**src/fpcmc_pkg.sv**
```systemverilog
// Shared constants, types and register map for the front panel channel mode control
package fpcmc_pkg;

	// Clock and time bases
	localparam int CLK_HZ = 200_000_000; // System clock rate
	localparam int TICK_S = 1; // Scan and timeout resolution, seconds
	localparam int SEC_CYC = CLK_HZ * TICK_S; // Cycles per second tick
	localparam int DEB_MS = 10; // Key sampling period, ms
	localparam int DEB_CYC = CLK_HZ / 1000 * DEB_MS; // Cycles per key sample
	localparam logic [3:0] IDLE_S = 4'hA; // Process view inactivity timeout, s
	localparam logic [3:0] MSG_S = 4'h2; // Status word dwell, s

	// Channels and keys
	localparam int NCH = 7;
	localparam logic [2:0] LAST_CH = 3'h6;
	localparam int NKEY = 9;
	localparam int K_CSEL = 0;
	localparam int K_RS = 1;
	localparam int K_SH = 2;
	localparam int K_SP = 3;
	localparam int K_PROGRAM_KEY = 4;
	localparam int K_EXIT = 5;
	localparam int K_PROC = 6;
	localparam int K_DADJ = 7;
	localparam int K_DSEL = 8;

	// Register byte addresses
	localparam logic [7:0] A_CTRL = 8'h00;
	localparam logic [7:0] A_DTIME = 8'h04;
	localparam logic [7:0] A_STAT = 8'h08;
	localparam logic [7:0] A_SETPOINT_KEY = 8'h0C;
	// Field positions
	localparam int F_PDONE = 0; // CTRL: programming complete
	localparam int F_OPT = 1; // CTRL: display option, 2 bits
	localparam int F_DHOLD = 16; // STAT: display hold flag
	localparam int F_SEL = 17; // STAT: selected channel, 3 bits
	localparam int F_SELV = 20; // STAT: a channel has been selected
	localparam logic [7:0] DTIME_RST = 8'h02; // Display time reset, s
	localparam logic [15:0] SETPOINT_KEY_RST = 16'h0000; // Manual setpoint reset

	typedef enum logic [1:0] {M_STOP = 2'b00, M_RUN = 2'b01, M_HOLD = 2'b10,
		M_MAN = 2'b11} fpcmc_mode_t;
	typedef enum logic [1:0] {OPT_PROC = 2'b00, OPT_SP = 2'b01, OPT_BOTH = 2'b10}
		fpcmc_opt_t;
	typedef enum logic [1:0] {UI_NORM = 2'b00, UI_EDIT = 2'b01, UI_PVIEW = 2'b10}
		fpcmc_ui_t;
	typedef enum logic [3:0] {MSG_NONE = 4'h0, MSG_CHAN = 4'h1, MSG_RUNNING = 4'h2,
		MSG_HOLDING = 4'h3, MSG_STOPPED = 4'h4, MSG_MANUAL_SETPOINT_MODE = 4'h5,
		MSG_RUN_GO = 4'h6, MSG_HELD = 4'h7, MSG_NOT_RUN = 4'h8, MSG_NO_RUN = 4'h9,
		MSG_SCAN = 4'hA, MSG_DHOLD = 4'hB, MSG_NOT_PROGRAM_KEY = 4'hC,
		MSG_ALL_STOP = 4'hD} fpcmc_msg_t;

	// Register bus request
	typedef struct packed {
		logic [7:0] addr;
		logic [31:0] wdata;
		logic wr;
		logic rd;
	} fpcmc_req_t;

	// Display content: word, channel, which value, flashing digit, edit value
	typedef struct packed {
		fpcmc_msg_t msg;
		logic [2:0] chan;
		logic show_sp;
		logic [1:0] digit;
		logic [15:0] value;
	} fpcmc_disp_t;

endpackage

```
**src/fpcmc_top.sv**
```systemverilog
// Front panel key interpreter, channel mode machine and display sequencer
`timescale 1ns/1ps
module fpcmc_top
	import fpcmc_pkg::*;
#(
	parameter int SEC_CYC_P = SEC_CYC, // Shorten in simulation
	parameter int DEB_CYC_P = DEB_CYC // Shorten in simulation
) (
	input wire logic clk,
	input wire logic rst_n,
	input wire logic channel_select_key,
	input wire logic run_stop_key,
	input wire logic scan_hold_key,
	input wire logic setpoint_key,
	input wire logic program_key,
	input wire logic exit_key,
	input wire logic process_key,
	input wire logic digit_adjust_key,
	input wire logic digit_select_key,
	input wire fpcmc_req_t bus_req,
	output logic [31:0] rd_data,
	output fpcmc_disp_t disp,
	output logic [2*NCH-1:0] chan_modes,
	output logic [16*NCH-1:0] man_setpoints
);

	////////////////////////////////////////////////////////////////////////
	// Key synchronisers and debounce
	logic [NKEY-1:0] key_raw; // Pins gathered
	logic [NKEY-1:0] sync1_ff; // First stage, read by second only
	logic [NKEY-1:0] sync2_ff;
	logic [NKEY-1:0] smp_ff; // Previous debounce sample
	logic [NKEY-1:0] agree; // Keys equal on two samples
	logic [NKEY-1:0] db_ff; // Debounced levels
	logic [NKEY-1:0] dbp_ff; // Previous debounced levels
	logic [31:0] deb_cnt_ff;
	logic deb_tick;
	logic [NKEY-1:0] press; // One-cycle press pulses
	logic [NKEY-1:0] rel; // One-cycle release pulses

	assign key_raw = {digit_select_key, digit_adjust_key, process_key, exit_key,
		program_key, setpoint_key, scan_hold_key, run_stop_key, channel_select_key};
	assign deb_tick = (deb_cnt_ff == 32'(DEB_CYC_P - 1));
	assign press = db_ff & ~dbp_ff;
	assign rel = ~db_ff & dbp_ff;
	assign agree = ~(sync2_ff ^ smp_ff);

	// Sampling slower than bounce time filters contact chatter
	always_ff @(posedge clk or negedge rst_n) begin
		if (!rst_n) begin
			sync1_ff <= '0;
			sync2_ff <= '0;
			smp_ff <= '0;
			db_ff <= '0;
			dbp_ff <= '0;
			deb_cnt_ff <= '0;
		end else begin
			sync1_ff <= key_raw;
			sync2_ff <= sync1_ff;
			dbp_ff <= db_ff;
			deb_cnt_ff <= deb_tick ? '0 : deb_cnt_ff + 32'h1;
			// Two agreeing samples needed, so a glitch under one period is dropped
			if (deb_tick) begin
				smp_ff <= sync2_ff;
				db_ff <= (agree & sync2_ff) | (~agree & db_ff);
			end
		end
	end

	////////////////////////////////////////////////////////////////////////
	// One second tick
	logic [31:0] sec_cnt_ff;
	logic sec_tick;
	assign sec_tick = (sec_cnt_ff == 32'(SEC_CYC_P - 1));

	// Free-running divider
	always_ff @(posedge clk or negedge rst_n) begin
		if (!rst_n) begin
			sec_cnt_ff <= '0;
		end else begin
			sec_cnt_ff <= sec_tick ? '0 : sec_cnt_ff + 32'h1;
		end
	end

	////////////////////////////////////////////////////////////////////////
	// Registers and key events
	logic pdone_ff; // Programming complete
	fpcmc_opt_t opt_ff; // Display option
	logic [7:0] dtime_ff; // Display time, whole seconds
	logic [31:0] rd_data_ff;
	fpcmc_mode_t mode_ff [NCH]; // Channel modes
	fpcmc_mode_t nxt_mode [NCH];
	logic [15:0] msp_ff [NCH]; // Manual setpoints
	logic [NCH-1:0] run_mask; // Channels running a profile
	logic [2:0] sel_ff; // Selected channel, 0 is channel 1
	logic selv_ff; // A channel is selected
	logic dhold_ff; // Display hold mode, read back in status
	logic chord_ff; // Select key used in a chord
	logic cs_held;
	logic hold_req, msp_req, qstop_req, cs_step;
	logic rs_press, sh_press, sp_press, any_press;
	fpcmc_mode_t sel_mode;
	fpcmc_msg_t sel_mode_msg;
	logic [31:0] stat_word;
	logic [31:0] rd_mux;

	assign cs_held = db_ff[K_CSEL];
	assign hold_req = press[K_SH] & cs_held;
	assign msp_req = press[K_SP] & cs_held;
	assign qstop_req = press[K_RS] & cs_held;
	assign cs_step = rel[K_CSEL] & ~chord_ff;
	assign rs_press = press[K_RS] & ~cs_held;
	assign sh_press = press[K_SH] & ~cs_held;
	assign sp_press = press[K_SP] & ~cs_held;
	assign any_press = |press;
	assign sel_mode = mode_ff[sel_ff];
	assign sel_mode_msg = (sel_mode == M_RUN) ? MSG_RUNNING :
		(sel_mode == M_HOLD) ? MSG_HOLDING :
		(sel_mode == M_MAN) ? MSG_MANUAL_SETPOINT_MODE : MSG_STOPPED;

	// Register write port
	always_ff @(posedge clk or negedge rst_n) begin
		if (!rst_n) begin
			pdone_ff <= 1'b0;
			opt_ff <= OPT_PROC;
			dtime_ff <= DTIME_RST;
		end else if (bus_req.wr && bus_req.addr == A_CTRL) begin
			pdone_ff <= bus_req.wdata[F_PDONE];
			opt_ff <= fpcmc_opt_t'(bus_req.wdata[F_OPT +: 2]);
		end else if (bus_req.wr && bus_req.addr == A_DTIME) begin
			dtime_ff <= bus_req.wdata[7:0];
		end
	end

	// Read mux; unmapped addresses read zero
	assign stat_word = {11'h000, selv_ff, sel_ff, dhold_ff, 2'h0, chan_modes};
	assign rd_mux = (bus_req.addr == A_CTRL) ? {29'h0, opt_ff, pdone_ff} :
		(bus_req.addr == A_DTIME) ? {24'h0, dtime_ff} :
		(bus_req.addr == A_STAT) ? stat_word :
		(bus_req.addr == A_SETPOINT_KEY) ? {16'h0, msp_ff[sel_ff]} : 32'h0;
	assign rd_data = rd_data_ff;

	// Read data stands the cycle after the strobe only
	always_ff @(posedge clk or negedge rst_n) begin
		if (!rst_n) begin
			rd_data_ff <= '0;
		end else begin
			rd_data_ff <= bus_req.rd ? rd_mux : 32'h0;
		end
	end

	////////////////////////////////////////////////////////////////////////
	// Front panel sequencer
	fpcmc_ui_t ui_ff, nxt_ui;
	fpcmc_msg_t msg_ff, nxt_msg;
	logic shown_ff, nxt_shown; // Run/stop status already shown
	logic [2:0] nxt_sel;
	logic nxt_selv;
	logic [15:0] val_ff, nxt_val; // Setpoint being edited
	logic [1:0] dig_ff, nxt_dig; // Flashing digit
	logic nxt_dhold; // Next display hold mode
	logic [2:0] hchan_ff, nxt_hchan; // Held parameter channel
	logic hsp_ff, nxt_hsp; // Held parameter is setpoint
	logic [2:0] pchan_ff, nxt_pchan; // Process view channel
	logic store, run_go, stop_go, hold_go, qstop;
	logic [3:0] idle_ff; // Seconds since last key
	logic [3:0] age_ff; // Seconds a word has stood
	logic [3:0] nib;

	assign nib = val_ff[4*dig_ff +: 4];

	// Key decode; one event per cycle outside the editor, chords first
	always_comb begin
		nxt_ui = ui_ff;
		nxt_msg = msg_ff;
		nxt_shown = any_press ? 1'b0 : shown_ff;
		nxt_sel = sel_ff;
		nxt_selv = selv_ff;
		nxt_val = val_ff;
		nxt_dig = dig_ff;
		nxt_dhold = dhold_ff;
		nxt_hchan = hchan_ff;
		nxt_hsp = hsp_ff;
		nxt_pchan = pchan_ff;
		{store, run_go, stop_go, hold_go, qstop} = 5'h00;
		if (sec_tick && age_ff >= MSG_S - 4'h1) begin
			nxt_msg = MSG_NONE;
		end
		if (ui_ff == UI_EDIT) begin
			// Editor owns the keys until the exit or program key
			if (press[K_DADJ]) begin
				nxt_val[4*dig_ff +: 4] = (nib == 4'h9) ? 4'h0 : nib + 4'h1;
			end
			if (press[K_DSEL]) begin
				nxt_dig = dig_ff + 2'h1;
			end
			if (press[K_EXIT] || press[K_PROGRAM_KEY]) begin
				// Programming withdrawn mid-edit drops the store
				store = pdone_ff;
				nxt_ui = UI_NORM;
				nxt_msg = MSG_NONE;
			end
		end else if (qstop_req) begin
			qstop = pdone_ff;
			nxt_msg = pdone_ff ? MSG_ALL_STOP : MSG_NOT_PROGRAM_KEY;
			nxt_ui = UI_NORM;
		end else if (hold_req) begin
			nxt_ui = UI_NORM;
			if (!pdone_ff) begin
				nxt_msg = MSG_NOT_PROGRAM_KEY;
			end else if (sel_mode == M_RUN) begin
				hold_go = 1'b1;
				nxt_msg = MSG_HELD;
			end else begin
				nxt_msg = MSG_NOT_RUN;
			end
		end else if (msp_req) begin
			nxt_ui = UI_NORM;
			if (!pdone_ff) begin
				nxt_msg = MSG_NOT_PROGRAM_KEY;
			end else if (sel_mode == M_STOP) begin
				nxt_ui = UI_EDIT;
				nxt_val = msp_ff[sel_ff];
				nxt_dig = 2'h0;
				nxt_msg = MSG_MANUAL_SETPOINT_MODE;
			end else begin
				nxt_msg = sel_mode_msg;
			end
		end else if (cs_step) begin
			nxt_sel = (!selv_ff || sel_ff == LAST_CH) ? 3'h0 : sel_ff + 3'h1;
			nxt_selv = 1'b1;
			nxt_msg = MSG_CHAN;
			nxt_ui = UI_NORM;
		end else if (rs_press && selv_ff) begin
			nxt_ui = UI_NORM;
			nxt_shown = 1'b1;
			if (!shown_ff) begin
				nxt_msg = sel_mode_msg;
			end else if (!pdone_ff) begin
				nxt_msg = MSG_NOT_PROGRAM_KEY;
			end else if (sel_mode == M_RUN) begin
				stop_go = 1'b1;
				nxt_msg = MSG_STOPPED;
			end else begin
				run_go = 1'b1;
				nxt_msg = MSG_RUN_GO;
			end
		end else if (sh_press) begin
			nxt_ui = UI_NORM;
			nxt_dhold = ~dhold_ff;
			nxt_msg = dhold_ff ? MSG_SCAN : MSG_DHOLD;
		end else if (press[K_PROC] && dhold_ff) begin
			nxt_hchan = (hsp_ff || hchan_ff == LAST_CH) ? 3'h0 : hchan_ff + 3'h1;
			nxt_hsp = 1'b0;
			nxt_msg = MSG_NONE;
		end else if (sp_press && dhold_ff) begin
			nxt_hchan = (!hsp_ff || hchan_ff == LAST_CH) ? 3'h0 : hchan_ff + 3'h1;
			nxt_hsp = 1'b1;
			nxt_msg = MSG_NONE;
		end else if (press[K_PROC]) begin
			nxt_pchan = (ui_ff != UI_PVIEW || pchan_ff == LAST_CH) ? 3'h0 :
				pchan_ff + 3'h1;
			nxt_ui = UI_PVIEW;
			nxt_msg = MSG_NONE;
		end else if (any_press && ui_ff == UI_PVIEW) begin
			nxt_ui = UI_NORM;
		end else if (ui_ff == UI_PVIEW && idle_ff >= IDLE_S) begin
			nxt_ui = UI_NORM;
		end
	end

	// Sequencer state
	always_ff @(posedge clk or negedge rst_n) begin
		if (!rst_n) begin
			ui_ff <= UI_NORM;
			msg_ff <= MSG_NONE;
			{shown_ff, sel_ff, selv_ff, chord_ff} <= 6'h00;
			{val_ff, dig_ff, dhold_ff} <= 19'h00000;
			{hchan_ff, hsp_ff, pchan_ff} <= 7'h00;
		end else begin
			ui_ff <= nxt_ui;
			msg_ff <= nxt_msg;
			{shown_ff, sel_ff, selv_ff} <= {nxt_shown, nxt_sel, nxt_selv};
			// A chord in the same cycle as the select press still counts
			chord_ff <= (press[K_CSEL] ? 1'b0 : chord_ff) | hold_req | msp_req | qstop_req;
			{val_ff, dig_ff, dhold_ff} <= {nxt_val, nxt_dig, nxt_dhold};
			{hchan_ff, hsp_ff, pchan_ff} <= {nxt_hchan, nxt_hsp, nxt_pchan};
		end
	end

	// Idle and word age timers, saturating
	always_ff @(posedge clk or negedge rst_n) begin
		if (!rst_n) begin
			idle_ff <= '0;
			age_ff <= '0;
		end else begin
			idle_ff <= any_press ? 4'h0 : (sec_tick && idle_ff < IDLE_S) ? idle_ff + 4'h1 : idle_ff;
			age_ff <= (any_press || nxt_msg != msg_ff) ? 4'h0 :
				(sec_tick && age_ff < MSG_S) ? age_ff + 4'h1 : age_ff;
		end
	end

	////////////////////////////////////////////////////////////////////////
	// Channel modes and manual setpoints
	always_comb begin
		for (int i = 0; i < NCH; i++) begin
			nxt_mode[i] = mode_ff[i];
			if (qstop && mode_ff[i] == M_RUN) begin
				nxt_mode[i] = M_STOP;
			end else if (3'(i) == sel_ff) begin
				if (stop_go) nxt_mode[i] = M_STOP;
				if (run_go) nxt_mode[i] = M_RUN;
				if (hold_go) nxt_mode[i] = M_HOLD;
				if (store) nxt_mode[i] = M_MAN;
			end
		end
	end

	// One two-bit code per channel keeps modes exclusive
	always_ff @(posedge clk or negedge rst_n) begin
		if (!rst_n) begin
			for (int i = 0; i < NCH; i++) begin
				mode_ff[i] <= M_STOP;
				msp_ff[i] <= SETPOINT_KEY_RST;
			end
		end else begin
			for (int i = 0; i < NCH; i++) begin
				mode_ff[i] <= nxt_mode[i];
				if (store && 3'(i) == sel_ff) msp_ff[i] <= val_ff;
			end
		end
	end

	// Flattened views for the regulation loops
	always_comb begin
		for (int i = 0; i < NCH; i++) begin
			chan_modes[2*i +: 2] = mode_ff[i];
			man_setpoints[16*i +: 16] = msp_ff[i];
			run_mask[i] = (mode_ff[i] == M_RUN);
		end
	end

	////////////////////////////////////////////////////////////////////////
	// Display scan
	logic [7:0] scan_cnt_ff; // Seconds on current parameter
	logic [2:0] scan_ch_ff;
	logic scan_sp_ff; // Showing setpoint phase
	logic scan_adv;
	logic [3:0] nr; // {found, channel}
	logic [2:0] nxt_sch;
	logic nxt_ssp;
	fpcmc_disp_t nxt_disp;
	fpcmc_disp_t disp_ff;

	// Next running channel after cur, wrapping, cur itself last
	function automatic logic [3:0] next_run(input logic [2:0] cur, input logic [NCH-1:0] m);
		logic [3:0] r;
		logic [2:0] c;
		r = {1'b0, cur};
		for (int k = NCH; k >= 1; k--) begin
			c = 3'((int'(cur) + k) % NCH);
			if (m[c]) r = {1'b1, c};
		end
		return r;
	endfunction

	assign scan_adv = sec_tick && !dhold_ff && (scan_cnt_ff + 8'h1 >= dtime_ff);
	assign nr = next_run(scan_ch_ff, run_mask);

	// Step order per display option
	always_comb begin
		nxt_sch = scan_ch_ff;
		nxt_ssp = 1'b0;
		case (opt_ff)
			OPT_SP: begin
				nxt_sch = nr[2:0];
				nxt_ssp = 1'b1;
			end
			OPT_BOTH: begin
				if (!scan_sp_ff && run_mask[scan_ch_ff]) begin
					nxt_ssp = 1'b1;
				end else begin
					nxt_sch = nr[2:0];
				end
			end
			default: begin
				nxt_sch = (scan_ch_ff == LAST_CH) ? 3'h0 : scan_ch_ff + 3'h1;
			end
		endcase
	end

	// Dwell counter and scan position
	always_ff @(posedge clk or negedge rst_n) begin
		if (!rst_n) begin
			scan_cnt_ff <= '0;
			{scan_ch_ff, scan_sp_ff} <= 4'h0;
		end else if (scan_adv) begin
			scan_cnt_ff <= '0;
			{scan_ch_ff, scan_sp_ff} <= {nxt_sch, nxt_ssp};
		end else if (sec_tick && !dhold_ff) begin
			scan_cnt_ff <= scan_cnt_ff + 8'h1;
		end
	end

	// Display selection: editor, word, process view, hold, scan
	always_comb begin
		nxt_disp = '{msg: MSG_NONE, chan: scan_ch_ff, show_sp: scan_sp_ff,
			digit: 2'h0, value: 16'h0000};
		if (ui_ff == UI_EDIT) begin
			nxt_disp = '{msg: MSG_MANUAL_SETPOINT_MODE, chan: sel_ff, show_sp: 1'b1,
				digit: dig_ff, value: val_ff};
		end else if (msg_ff != MSG_NONE) begin
			nxt_disp.msg = msg_ff;
			nxt_disp.chan = sel_ff;
		end else if (ui_ff == UI_PVIEW) begin
			nxt_disp.chan = pchan_ff;
			nxt_disp.show_sp = 1'b0;
		end else if (dhold_ff) begin
			nxt_disp.chan = hchan_ff;
			nxt_disp.show_sp = hsp_ff;
		end else if (opt_ff != OPT_PROC && run_mask == '0) begin
			nxt_disp.msg = MSG_NO_RUN;
		end
	end

	// Display content registered
	always_ff @(posedge clk or negedge rst_n) begin
		if (!rst_n) begin
			disp_ff <= '0;
		end else begin
			disp_ff <= nxt_disp;
		end
	end
	assign disp = disp_ff;

	////////////////////////////////////////////////////////////////////////
	// Checks
	a_refuse_unprog: assert property (@(posedge clk) disable iff (!rst_n)
		!pdone_ff |=> $stable(chan_modes)) else $error("mode changed before programming");
	a_quick_stop: assert property (@(posedge clk) disable iff (!rst_n)
		qstop_req && pdone_ff && ui_ff != UI_EDIT |=> run_mask == '0)
		else $error("quick stop left a channel running");
	a_hold_refused: assert property (@(posedge clk) disable iff (!rst_n)
		hold_req && !qstop_req && ui_ff != UI_EDIT && sel_mode != M_RUN |=>
		$stable(chan_modes) ##1 disp.msg == MSG_NOT_RUN || !pdone_ff)
		else $error("hold on idle channel acted");
	a_edit_entry: assert property (@(posedge clk) disable iff (!rst_n)
		$rose(ui_ff == UI_EDIT) |-> $past(sel_mode) == M_STOP && $past(pdone_ff))
		else $error("editor opened on non-stopped channel");
	a_store_manual: assert property (@(posedge clk) disable iff (!rst_n)
		ui_ff == UI_EDIT && pdone_ff && press[K_EXIT] |=>
		sel_mode == M_MAN && ui_ff == UI_NORM &&
		msp_ff[sel_ff] == $past(val_ff)) else $error("setpoint not stored");
	a_select_wrap: assert property (@(posedge clk) disable iff (!rst_n)
		cs_step && ui_ff != UI_EDIT && selv_ff && sel_ff == LAST_CH && !press[K_RS] &&
		!press[K_SP] && !press[K_SH] |=> sel_ff == 3'h0 ##1 disp.msg == MSG_CHAN)
		else $error("channel select did not wrap");
	a_first_show: assert property (@(posedge clk) disable iff (!rst_n)
		rs_press && selv_ff && !shown_ff && ui_ff != UI_EDIT && !cs_step |=>
		$stable(chan_modes) && msg_ff == $past(sel_mode_msg))
		else $error("first run/stop press changed mode");
	a_dhold_modes: assert property (@(posedge clk) disable iff (!rst_n)
		sh_press && ui_ff != UI_EDIT && !cs_step && !rs_press |=> $stable(chan_modes))
		else $error("display hold changed a mode");
	a_pview_timeout: assert property (@(posedge clk) disable iff (!rst_n)
		ui_ff == UI_PVIEW && idle_ff >= IDLE_S && !any_press |=> ui_ff == UI_NORM)
		else $error("process view did not time out");

endmodule // fpcmc_top

```
**config.mk**
```make
export PLATFORM = sky130hd
export DESIGN_NAME = fpcmc_top
export DESIGN_NICKNAME = d
export VERILOG_FILES = /design/src/fpcmc_pkg.sv /design/src/fpcmc_top.sv
export SDC_FILE = /design/constraint.sdc
export NUM_CORES = 1
export LEC_CHECK = 0
export BUFFER_PORTS_ARGS = -buffer_cell sky130_fd_sc_hd__buf_2
export CORE_MARGIN = 2
export CORE_UTILIZATION = 40
export DETAILED_ROUTE_END_ITERATION = 6
export SLEW_MARGIN = 0
export SYNTH_ARGS = -nofsm -noshare
export SYNTH_HDL_FRONTEND = slang
export SYNTH_SLANG_ARGS = --single-unit
```
**constraint.sdc**
```tcl
create_clock -name clk -period 12.2 [get_ports clk]
set_input_delay 0.61 -clock clk [delete_from_list [all_inputs] [get_ports clk]]
set_output_delay 0.61 -clock clk [all_outputs]
set_load 0.02 [all_outputs]
```
Yosys cells after proc, flatten, opt, wreduce, memory -nomap -nowiden
Cells that the tools add are included.
Cells by class
  reductions and logical operators: 83
  order comparisons: 14
  add/subtract/negate cells: 19
  divide/modulo/power cells: 7
  muxes and demuxes: 170
  shift-type cells: 3
  eq/ne operators: 40
  bitwise logic cells: 34
Operator list (count)
  $mod A32 B4 Y32 const B: 7
  $mux W16: 10
  $mux W4: 27
  $mux W21: 4
  $mux W2: 41
  $add A32 B1 Y32 const B: 2
  $mux W32: 2
  $mux W3: 18
  $mux W1: 50
  $bmux W16 S3: 1
  $reduce_bool A5 Y1: 7
  $neg A4 Y34: 1
  $shift A4 B34 Y16 const A: 1
  $shiftx A4 B34 Y16: 1
  $eq A32 B21 Y1 const B: 1
  $eq A32 B28 Y1 const B: 1
  $lt A3 B4 Y1 const B: 8
  $reduce_bool A2 Y1: 15
  $logic_and A1 B1 Y1: 28
  $and A9 B9 Y9: 3
  $not A9 Y9: 3
  $bmux W1 S3: 8
  $mux W8: 3
  $eq A2 B1 Y1 const B: 10
  other kinds (53): 118
Word-level totals
  input port bits: 53
  register bits after elaboration: 351
  output and inout bits: 184

Longest topological paths before layout
Gate-level depths: netlist (run 1).
  depth after elaboration: 20
  mapped depth: 21
  gate-level depth less buffers: 16

Worst setup path before layout (run 1)
No wires, ideal clock.
  path kind: register -> register
  start: register scan_ch_ff[0]
  end: register scan_ch_ff[1]
  path buffers: 5
  data arrival time: 4.669 ns
  stages on the path, launching flop included: 21
  clock period less this slack: 4.794 ns
  library setup time: 0.125 ns
  setup slack: 7.406 ns
  cells stage by stage: dfrtp_1 buf_2 inv_1 buf_2 buf_1 buf_2 ha_1 buf_2 xor2_1 inv_1 ha_1 ha_1 o41ai_2 nand2_1 mux2i_1 a221oi_1 nor2b_1 or3_1 nand4_1 o21ai_0 mux2_4
Between the ends
  longest elaborated chain between the ends: 13
Ends and longest elaborated chain
  from (decl): line fpcmc_top.sv:346  | logic [2:0] scan_ch_ff;
  from (signal assigned): line fpcmc_top.sv:399  | {scan_ch_ff, scan_sp_ff} <= {nxt_sch, nxt_ssp};
  $add A3 B3 Y4: line fpcmc_top.sv:361  | c = 3'((int'(cur) + k) % NCH);
  $mod A32 B4 Y32: line fpcmc_top.sv:361
  $bmux W1 S3: line fpcmc_top.sv:362  | if (m[c]) r = {1'b1, c};
  $mux W1 (not written as such): line fpcmc_top.sv:362
  $mux W3 (7 in a row): line fpcmc_top.sv:362
  $mux W3: line fpcmc_top.sv:380  | if (!scan_sp_ff && run_mask[scan_ch_ff]) begin
  $pmux W3 S2: line fpcmc_top.sv:374  | case (opt_ff)
Several ways; a longest one is shown, not always the timed one. The select of a mux whose other input is x is not followed.
A chain may end at the register's enable or synchronous reset.

Worst setup path after layout (run 1)
  start: register scan_ch_ff[1]
  end: register scan_ch_ff[1]
Same word-level chain as after synthesis.

==> results.txt, run 1 <==
final-report hold violation count: 0
clock sinks: 351
Synth Area in Compound Gates: 12.5%
Pre-antenna DRT Iters: 6
sequential area share after synthesis: 46.5%
Yosys warnings: 0
crit path time final: 5040 ps
Initial Util: 40.6%
commonest non-fill, non-tap cells in the layout: 349 x dfrtp_1, 200 x buf_2, 156 x mux2_2, 138 x nand2_1, 123 x nor2_1
DR vias/cell: 5.64
Die ar.: 49000 um2
core area: 46600 um2
# DRC: 0
FF+latch count, synth: 351
routed length per instance: 20.3 um
critical path, cell by cell: buf_4 > inv_1 > ha_1 > xor2_1 > inv_1 > ha_1 > ha_1 > o41ai_2 > nand2_1 > mux2i_1 > a221oi_1 > nor2b_1 > or3_1 > nand4_1 > o21ai_0 > mux2_4
H-tree Lvls: 2
Req. time, crit path: 12630 ps
leak pwr: 10.5 nW
CP Max Fanout: 17
measured slew at the worst slew-check pin: 1180 ps
io pins: 237
Post-CTS Setup Repair Bufs: 0
largest family of logic cells by synthesized area: simple AND/OR/NAND/NOR gates
Synth Area per Inst: 10.5 um2
Synth cell types: 88
# rows: 79
number of antenna violations at the first check in global routing: 0
commonest non-fill, non-tap cell in the layout: dfrtp_1
Peak Freq: 199 MHz
power consumption: 2.41 mW
Detail Route Antenna Nets: 0
delay of the slowest critical-path stage: 780 ps
Crit. End Element: flop
CTS clk-pin slew, worst paths: 60 ps
placed insts: 2524
first-pass GRT wire length: 83.7 mm
clock root buffer: clkbuf_16
final net count: 2072
share of layout cells above drive strength 1: 25.3%
Synth Area in Adders: 3.97%
largest net degree at the start of global routing: 159
mux share of post-synthesis cell area: 14.4%
crit path kind: reg -> reg
simple-gate area share of the yosys netlist: 15.2%
Post-synth EDFFs: 0
Crit-path slowest cell: o41ai_2
Final Skew: 30.8 ps
Post-CTS Resized: 0
n_diodes: 0
DP Wirelength: 36.7 mm
Pins Over Slew Limit: 0
vias in the first global route: 14600
hold crit path type: in -> async
clk buf depth: 3
RSZ-0062 raised after global routing: false
Iteration-0 DRC Markers: 1033
Pwr Density: 111 nW/um2
Placed Area: 20500 um2
via count: 14600
Mapped Area: 18900 um2
Worst EP arrival: 5470 ps
Post-CTS Hold Fix Bufs: 0
Post-Route WL: 52.6 mm
max_cap viols: 0
GPL Wtd Cong: 0.904
Final period util: 41.3%
CP startpoint kind: flop
status: finished, final reports clean
area grow syn2layout: 15.1%
Synth Instances: 1792
Num CTS Buffers: 40
crit-path most repeated cell: ha_1
gr usage total: 21.3%
worst-skew pair later-pin latency: 580 ps
chip height: 221 um
Non-Filler Cell Area, Final: 21800 um2
Post-Synth XOR/XNOR Area: 3.93%
final setup violation count: 0
top_reg_cell synth: dfrtp_1
gr ovfl total: 0
maximum vdd drop: 0.0959 mV
Die X: 221 um
Post-synth ARST share: 100%
Final Non-Filler Cells: 2596
Max-slew headroom: 20.9%
setup_tns: 0 ps
number of port buffers: 201
CTS tree: done
## final cells by class
cell class / count / area (um2)
sequential: 351 / 8790
clock buffer: 60 / 1180
clock inverter: 12 / 131
multi-input combinational: 1290 / 9520
timing repair buffer: 221 / 1180
fill: 4309 / 24800
tap: 607 / 759
inverter: 55 / 206
## path summary, 6_finish.rpt
path	from	slack, ps	cells past startpoint	to
max in group asynchronous	rst_n	9940	3	man_setpoints[70]
worst max-delay path	scan_ch_ff[1]	7160	16	scan_ch_ff[1]
worst min-delay path	rst_n	110	1	deb_cnt_ff[6]
min in group clk	channel_select_key	150	1	sync1_ff[0]
worst min register to register	sync1_ff[5]	340	0	sync2_ff[5]
worst max register to register	scan_ch_ff[1]	7160	16	scan_ch_ff[1]
## worst max-delay path, delay by kind of cell, from the launching register on
kind	cells	cell delay (ps)
simple gates	4	920
xor+xnor	1	300
mux	2	440
buf+inv	3	570
compound gates	3	1410
flops	1	360
fa+ha+maj	3	930
## Yosys cell counts, types with 40 or more instances
cell | instances | area [um2]
xnor2_1 | 52 | 455
nor2_1 | 123 | 462
mux2_2 | 156 | 1760
o21ai_0 | 89 | 445
nand3_1 | 41 | 205
inv_1 | 50 | 188
nand2_1 | 138 | 518
nand2b_1 | 40 | 250
dfrtp_1 | 350 | 8760
a21oi_1 | 84 | 420
clkbuf_1 | 68 | 255
ha_1 | 60 | 751
## where the power goes
part / switching, mW / internal [mW] / total [mW]
combinational: 0.0385 / 0.0129 / 0.0514
clock: 0.493 / 0.694 / 1.19
sequential: 0.00458 / 1.17 / 1.17
total: 0.536 / 1.88 / 2.41
## cell families after synthesis
group | count (synthesis)
fa+ha+maj | 60
compound gates | 355
mux | 215
buf+inv | 161
other cells | 1
xor+xnor | 84
simple gates | 565
flops | 351
## metal layers
| metal | part of all wire [%] | wire length (um) | global-route usage, % |
|---|---|---|---|
| met1 | 45 | 23600 | 29.2 |
| met3 | 5.7 | 3010 | 3.88 |
| met5 | 0 | 0 | 0 |
| met2 | 47 | 24600 | 34.1 |
| met4 | 2.7 | 1410 | 7.10 |
## through the flow
stage	worst slack, ps	utilization (%)	hold WS, ps
after global placement	7370	43.9	336
after CTS	7240	46.7	113
after floorplan	7410	-	314
after detailed placement	7260	43.9	335
final	7160	46.7	106
after global routing	6880	46.7	125
## state kept, by name (all words and copies together), names as in the netlist, 8 cells and up, named ones only
name,flops
val_ff,16
sync1_ff,9
dtime_ff,8
man_setpoints,112
smp_ff,9
deb_cnt_ff,32
scan_cnt_ff,8
disp,26
dbp_ff,9
chan_modes,14
rd_data,21
sec_cnt_ff,32
sync2_ff,9
Power figures use the tool's default switching activity.
==> run 2, diff against run 1 <==
==> constraint.sdc (replaced) <==
create_clock -name clk -period 4.75 [get_ports clk]
set_input_delay 0.2375 -clock clk [delete_from_list [all_inputs] [get_ports clk]]
set_output_delay 0.2375 -clock clk [all_outputs]
set_load 0.02 [all_outputs]
==> run 2 against run 1 <==
Net effect: clock skew fell by 4.4 ps; worst setup slack got worse by 6800 ps; sequential share of layout area fell by 0.51 points; fmax rose by 16%; power rose to 2.5 times the previous value; combinational power rose to 2.9 times the previous value; count of clock-buffer cells in the layout did not move; largest cell class unchanged; largest power group is now sequential cells.
==> results.txt, run 2 (synthesized netlist as in run 1, its figures left out) <==
Post-CTS Hold Fix Bufs: 19
Crit. End Element: flop
clock sinks: 351
delay of the slowest critical-path stage: 470 ps
commonest non-fill, non-tap cell in the layout: dfrtp_1
hold crit path type: in -> reg
area grow syn2layout: 16.6%
final setup margin: 392 ps
final core occ: 47.3%
io pins: 237
Min Hold Slack: 78.5 ps
Largest delay share family, worst path: compound AO/OA/AOI/OAI gates
share of layout cells above drive strength 1: 25.4%
vias in the first global route: 14900
HP Start: bus_req[34]
GPL Wtd Cong: 0.926
max_cap viols: 0
Post-CTS Resized: 0
Bufs and invs on worst path: 2
Crit-path slowest cell: a2111oi_4
worst-skew pair later-pin latency: 560 ps
gr ovfl total: 0
final setup violation count: 0
via count: 14800
# DRC: 0
maximum vdd drop: 0.282 mV
R2R depth: 15
gr usage total: 21.7%
crit path time final: 4360 ps
CTS tree: done
Max-slew headroom: 23.1%
chip height: 221 um
CP startpoint kind: flop
Pre-antenna DRT Iters: 5
Num CTS Buffers: 39
core area: 46600 um2
Placed Area: 20600 um2
Req. time, crit path: 5180 ps
max reg flops: 112
Die ar.: 49000 um2
DR vias/cell: 5.62
Final period util: 91.8%
Initial Util: 40.6%
Final Skew: 26.4 ps
Stages on worst setup path: 15
measured slew at the worst slew-check pin: 1150 ps
H-tree Lvls: 2
first-pass GRT wire length: 85.3 mm
routed length per instance: 20.3 um
Pins Over Slew Limit: 0
setup_tns: 0 ps
RSZ-0062 raised after global routing: false
Post-Route WL: 53.4 mm
CP Max Fanout: 12
CTS clk-pin slew, worst paths: 60 ps
Worst EP arrival: 4790 ps
final net count: 2108
number of antenna violations at the first check in global routing: 0
Detail Route Antenna Nets: 0
Non-Filler Cell Area, Final: 22000 um2
crit path kind: reg -> reg
flop2flop setup slack: 390 ps
Pwr Density: 279 nW/um2
reg2reg start: scan_ch_ff[1]
Peak Freq: 229 MHz
fill count: 4380
DP Wirelength: 38.0 mm
clock root buffer: clkbuf_16
# rows: 79
R2R Path End: scan_ch_ff[1]
commonest non-fill, non-tap cells in the layout: 349 x dfrtp_1, 200 x buf_2, 156 x mux2_2, 138 x nand2_1, 123 x nor2_1
number of port buffers: 201
Post-CTS Setup Repair Bufs: 0
Critical path origin: scan_ch_ff[1]
final-report hold violation count: 0
pre-CTS setup slack: 432 ps
Iteration-0 DRC Markers: 1125
n_diodes: 0
critical path, cell by cell: buf_4 > ha_1 > a21oi_2 > inv_1 > ha_1 > nand3b_1 > a2111oi_4 > nor2_1 > mux2_4 > o221ai_4 > o21ai_2 > nor2b_1 > nand4_1 > o31a_2 > mux2_4
clk buf depth: 3
largest net degree at the start of global routing: 135
Die X: 221 um
CP endpoint: scan_ch_ff[1]
leak pwr: 10.6 nW
status: finished, final reports clean
==> run 2: power by group <==
part | internal (mW) | switching (mW) | total, mW
clock network | 1.77 | 1.21 | 2.98
registers | 3.00 | 0.0117 | 3.02
logic | 0.0444 | 0.102 | 0.147
total | 4.82 | 1.32 | 6.14
==> run 2: area by class of cell <==
cell class	instances	area, um2	share of cell area (%)
clock inverters	7	104	0.471
well taps	607	759	3.45
flip-flops and latches	351	8790	39.9
clock buffers	60	1140	5.20
inverters	55	206	0.937
repair buffers	258	1500	6.82
multi-input cells	1290	9530	43.3
==> run 2: per-layer routing <==
metal,wire (um),track usage (%),vias up
met5,0,0,-
met4,1430,7.86,0
met3,3300,3.63,76
met2,24900,34.4,438
met1,23800,30.0,7414
li1,-,-,6838
==> run 2: worst min path at each step <==
stage / to / slack [ps] / depth (start not counted)
final: rd_data[0] / 80 / 4
after global routing: rd_data[0] / 100 / 4
after CTS: rd_data[0] / 60 / 4
after detailed placement: sync2_ff[3] / 210 / 1
after global placement: sync2_ff[6] / 210 / 1
after floorplan: asynchronous set/reset pin / -60 / 0
==> run 2: per-stage QoR <==
step	instances	power, mW
detailed placement	2542	3.21
global placement	2542	3.21
CTS	2628	6.22
global route	2628	6.35
finish	2628	6.14
floorplan	1802	3.12
==> run 2: worst min-delay path: cells and delay by family <==
kind          cells  cell delay [ps]
simple gates      3              270
buf+inv           1               70
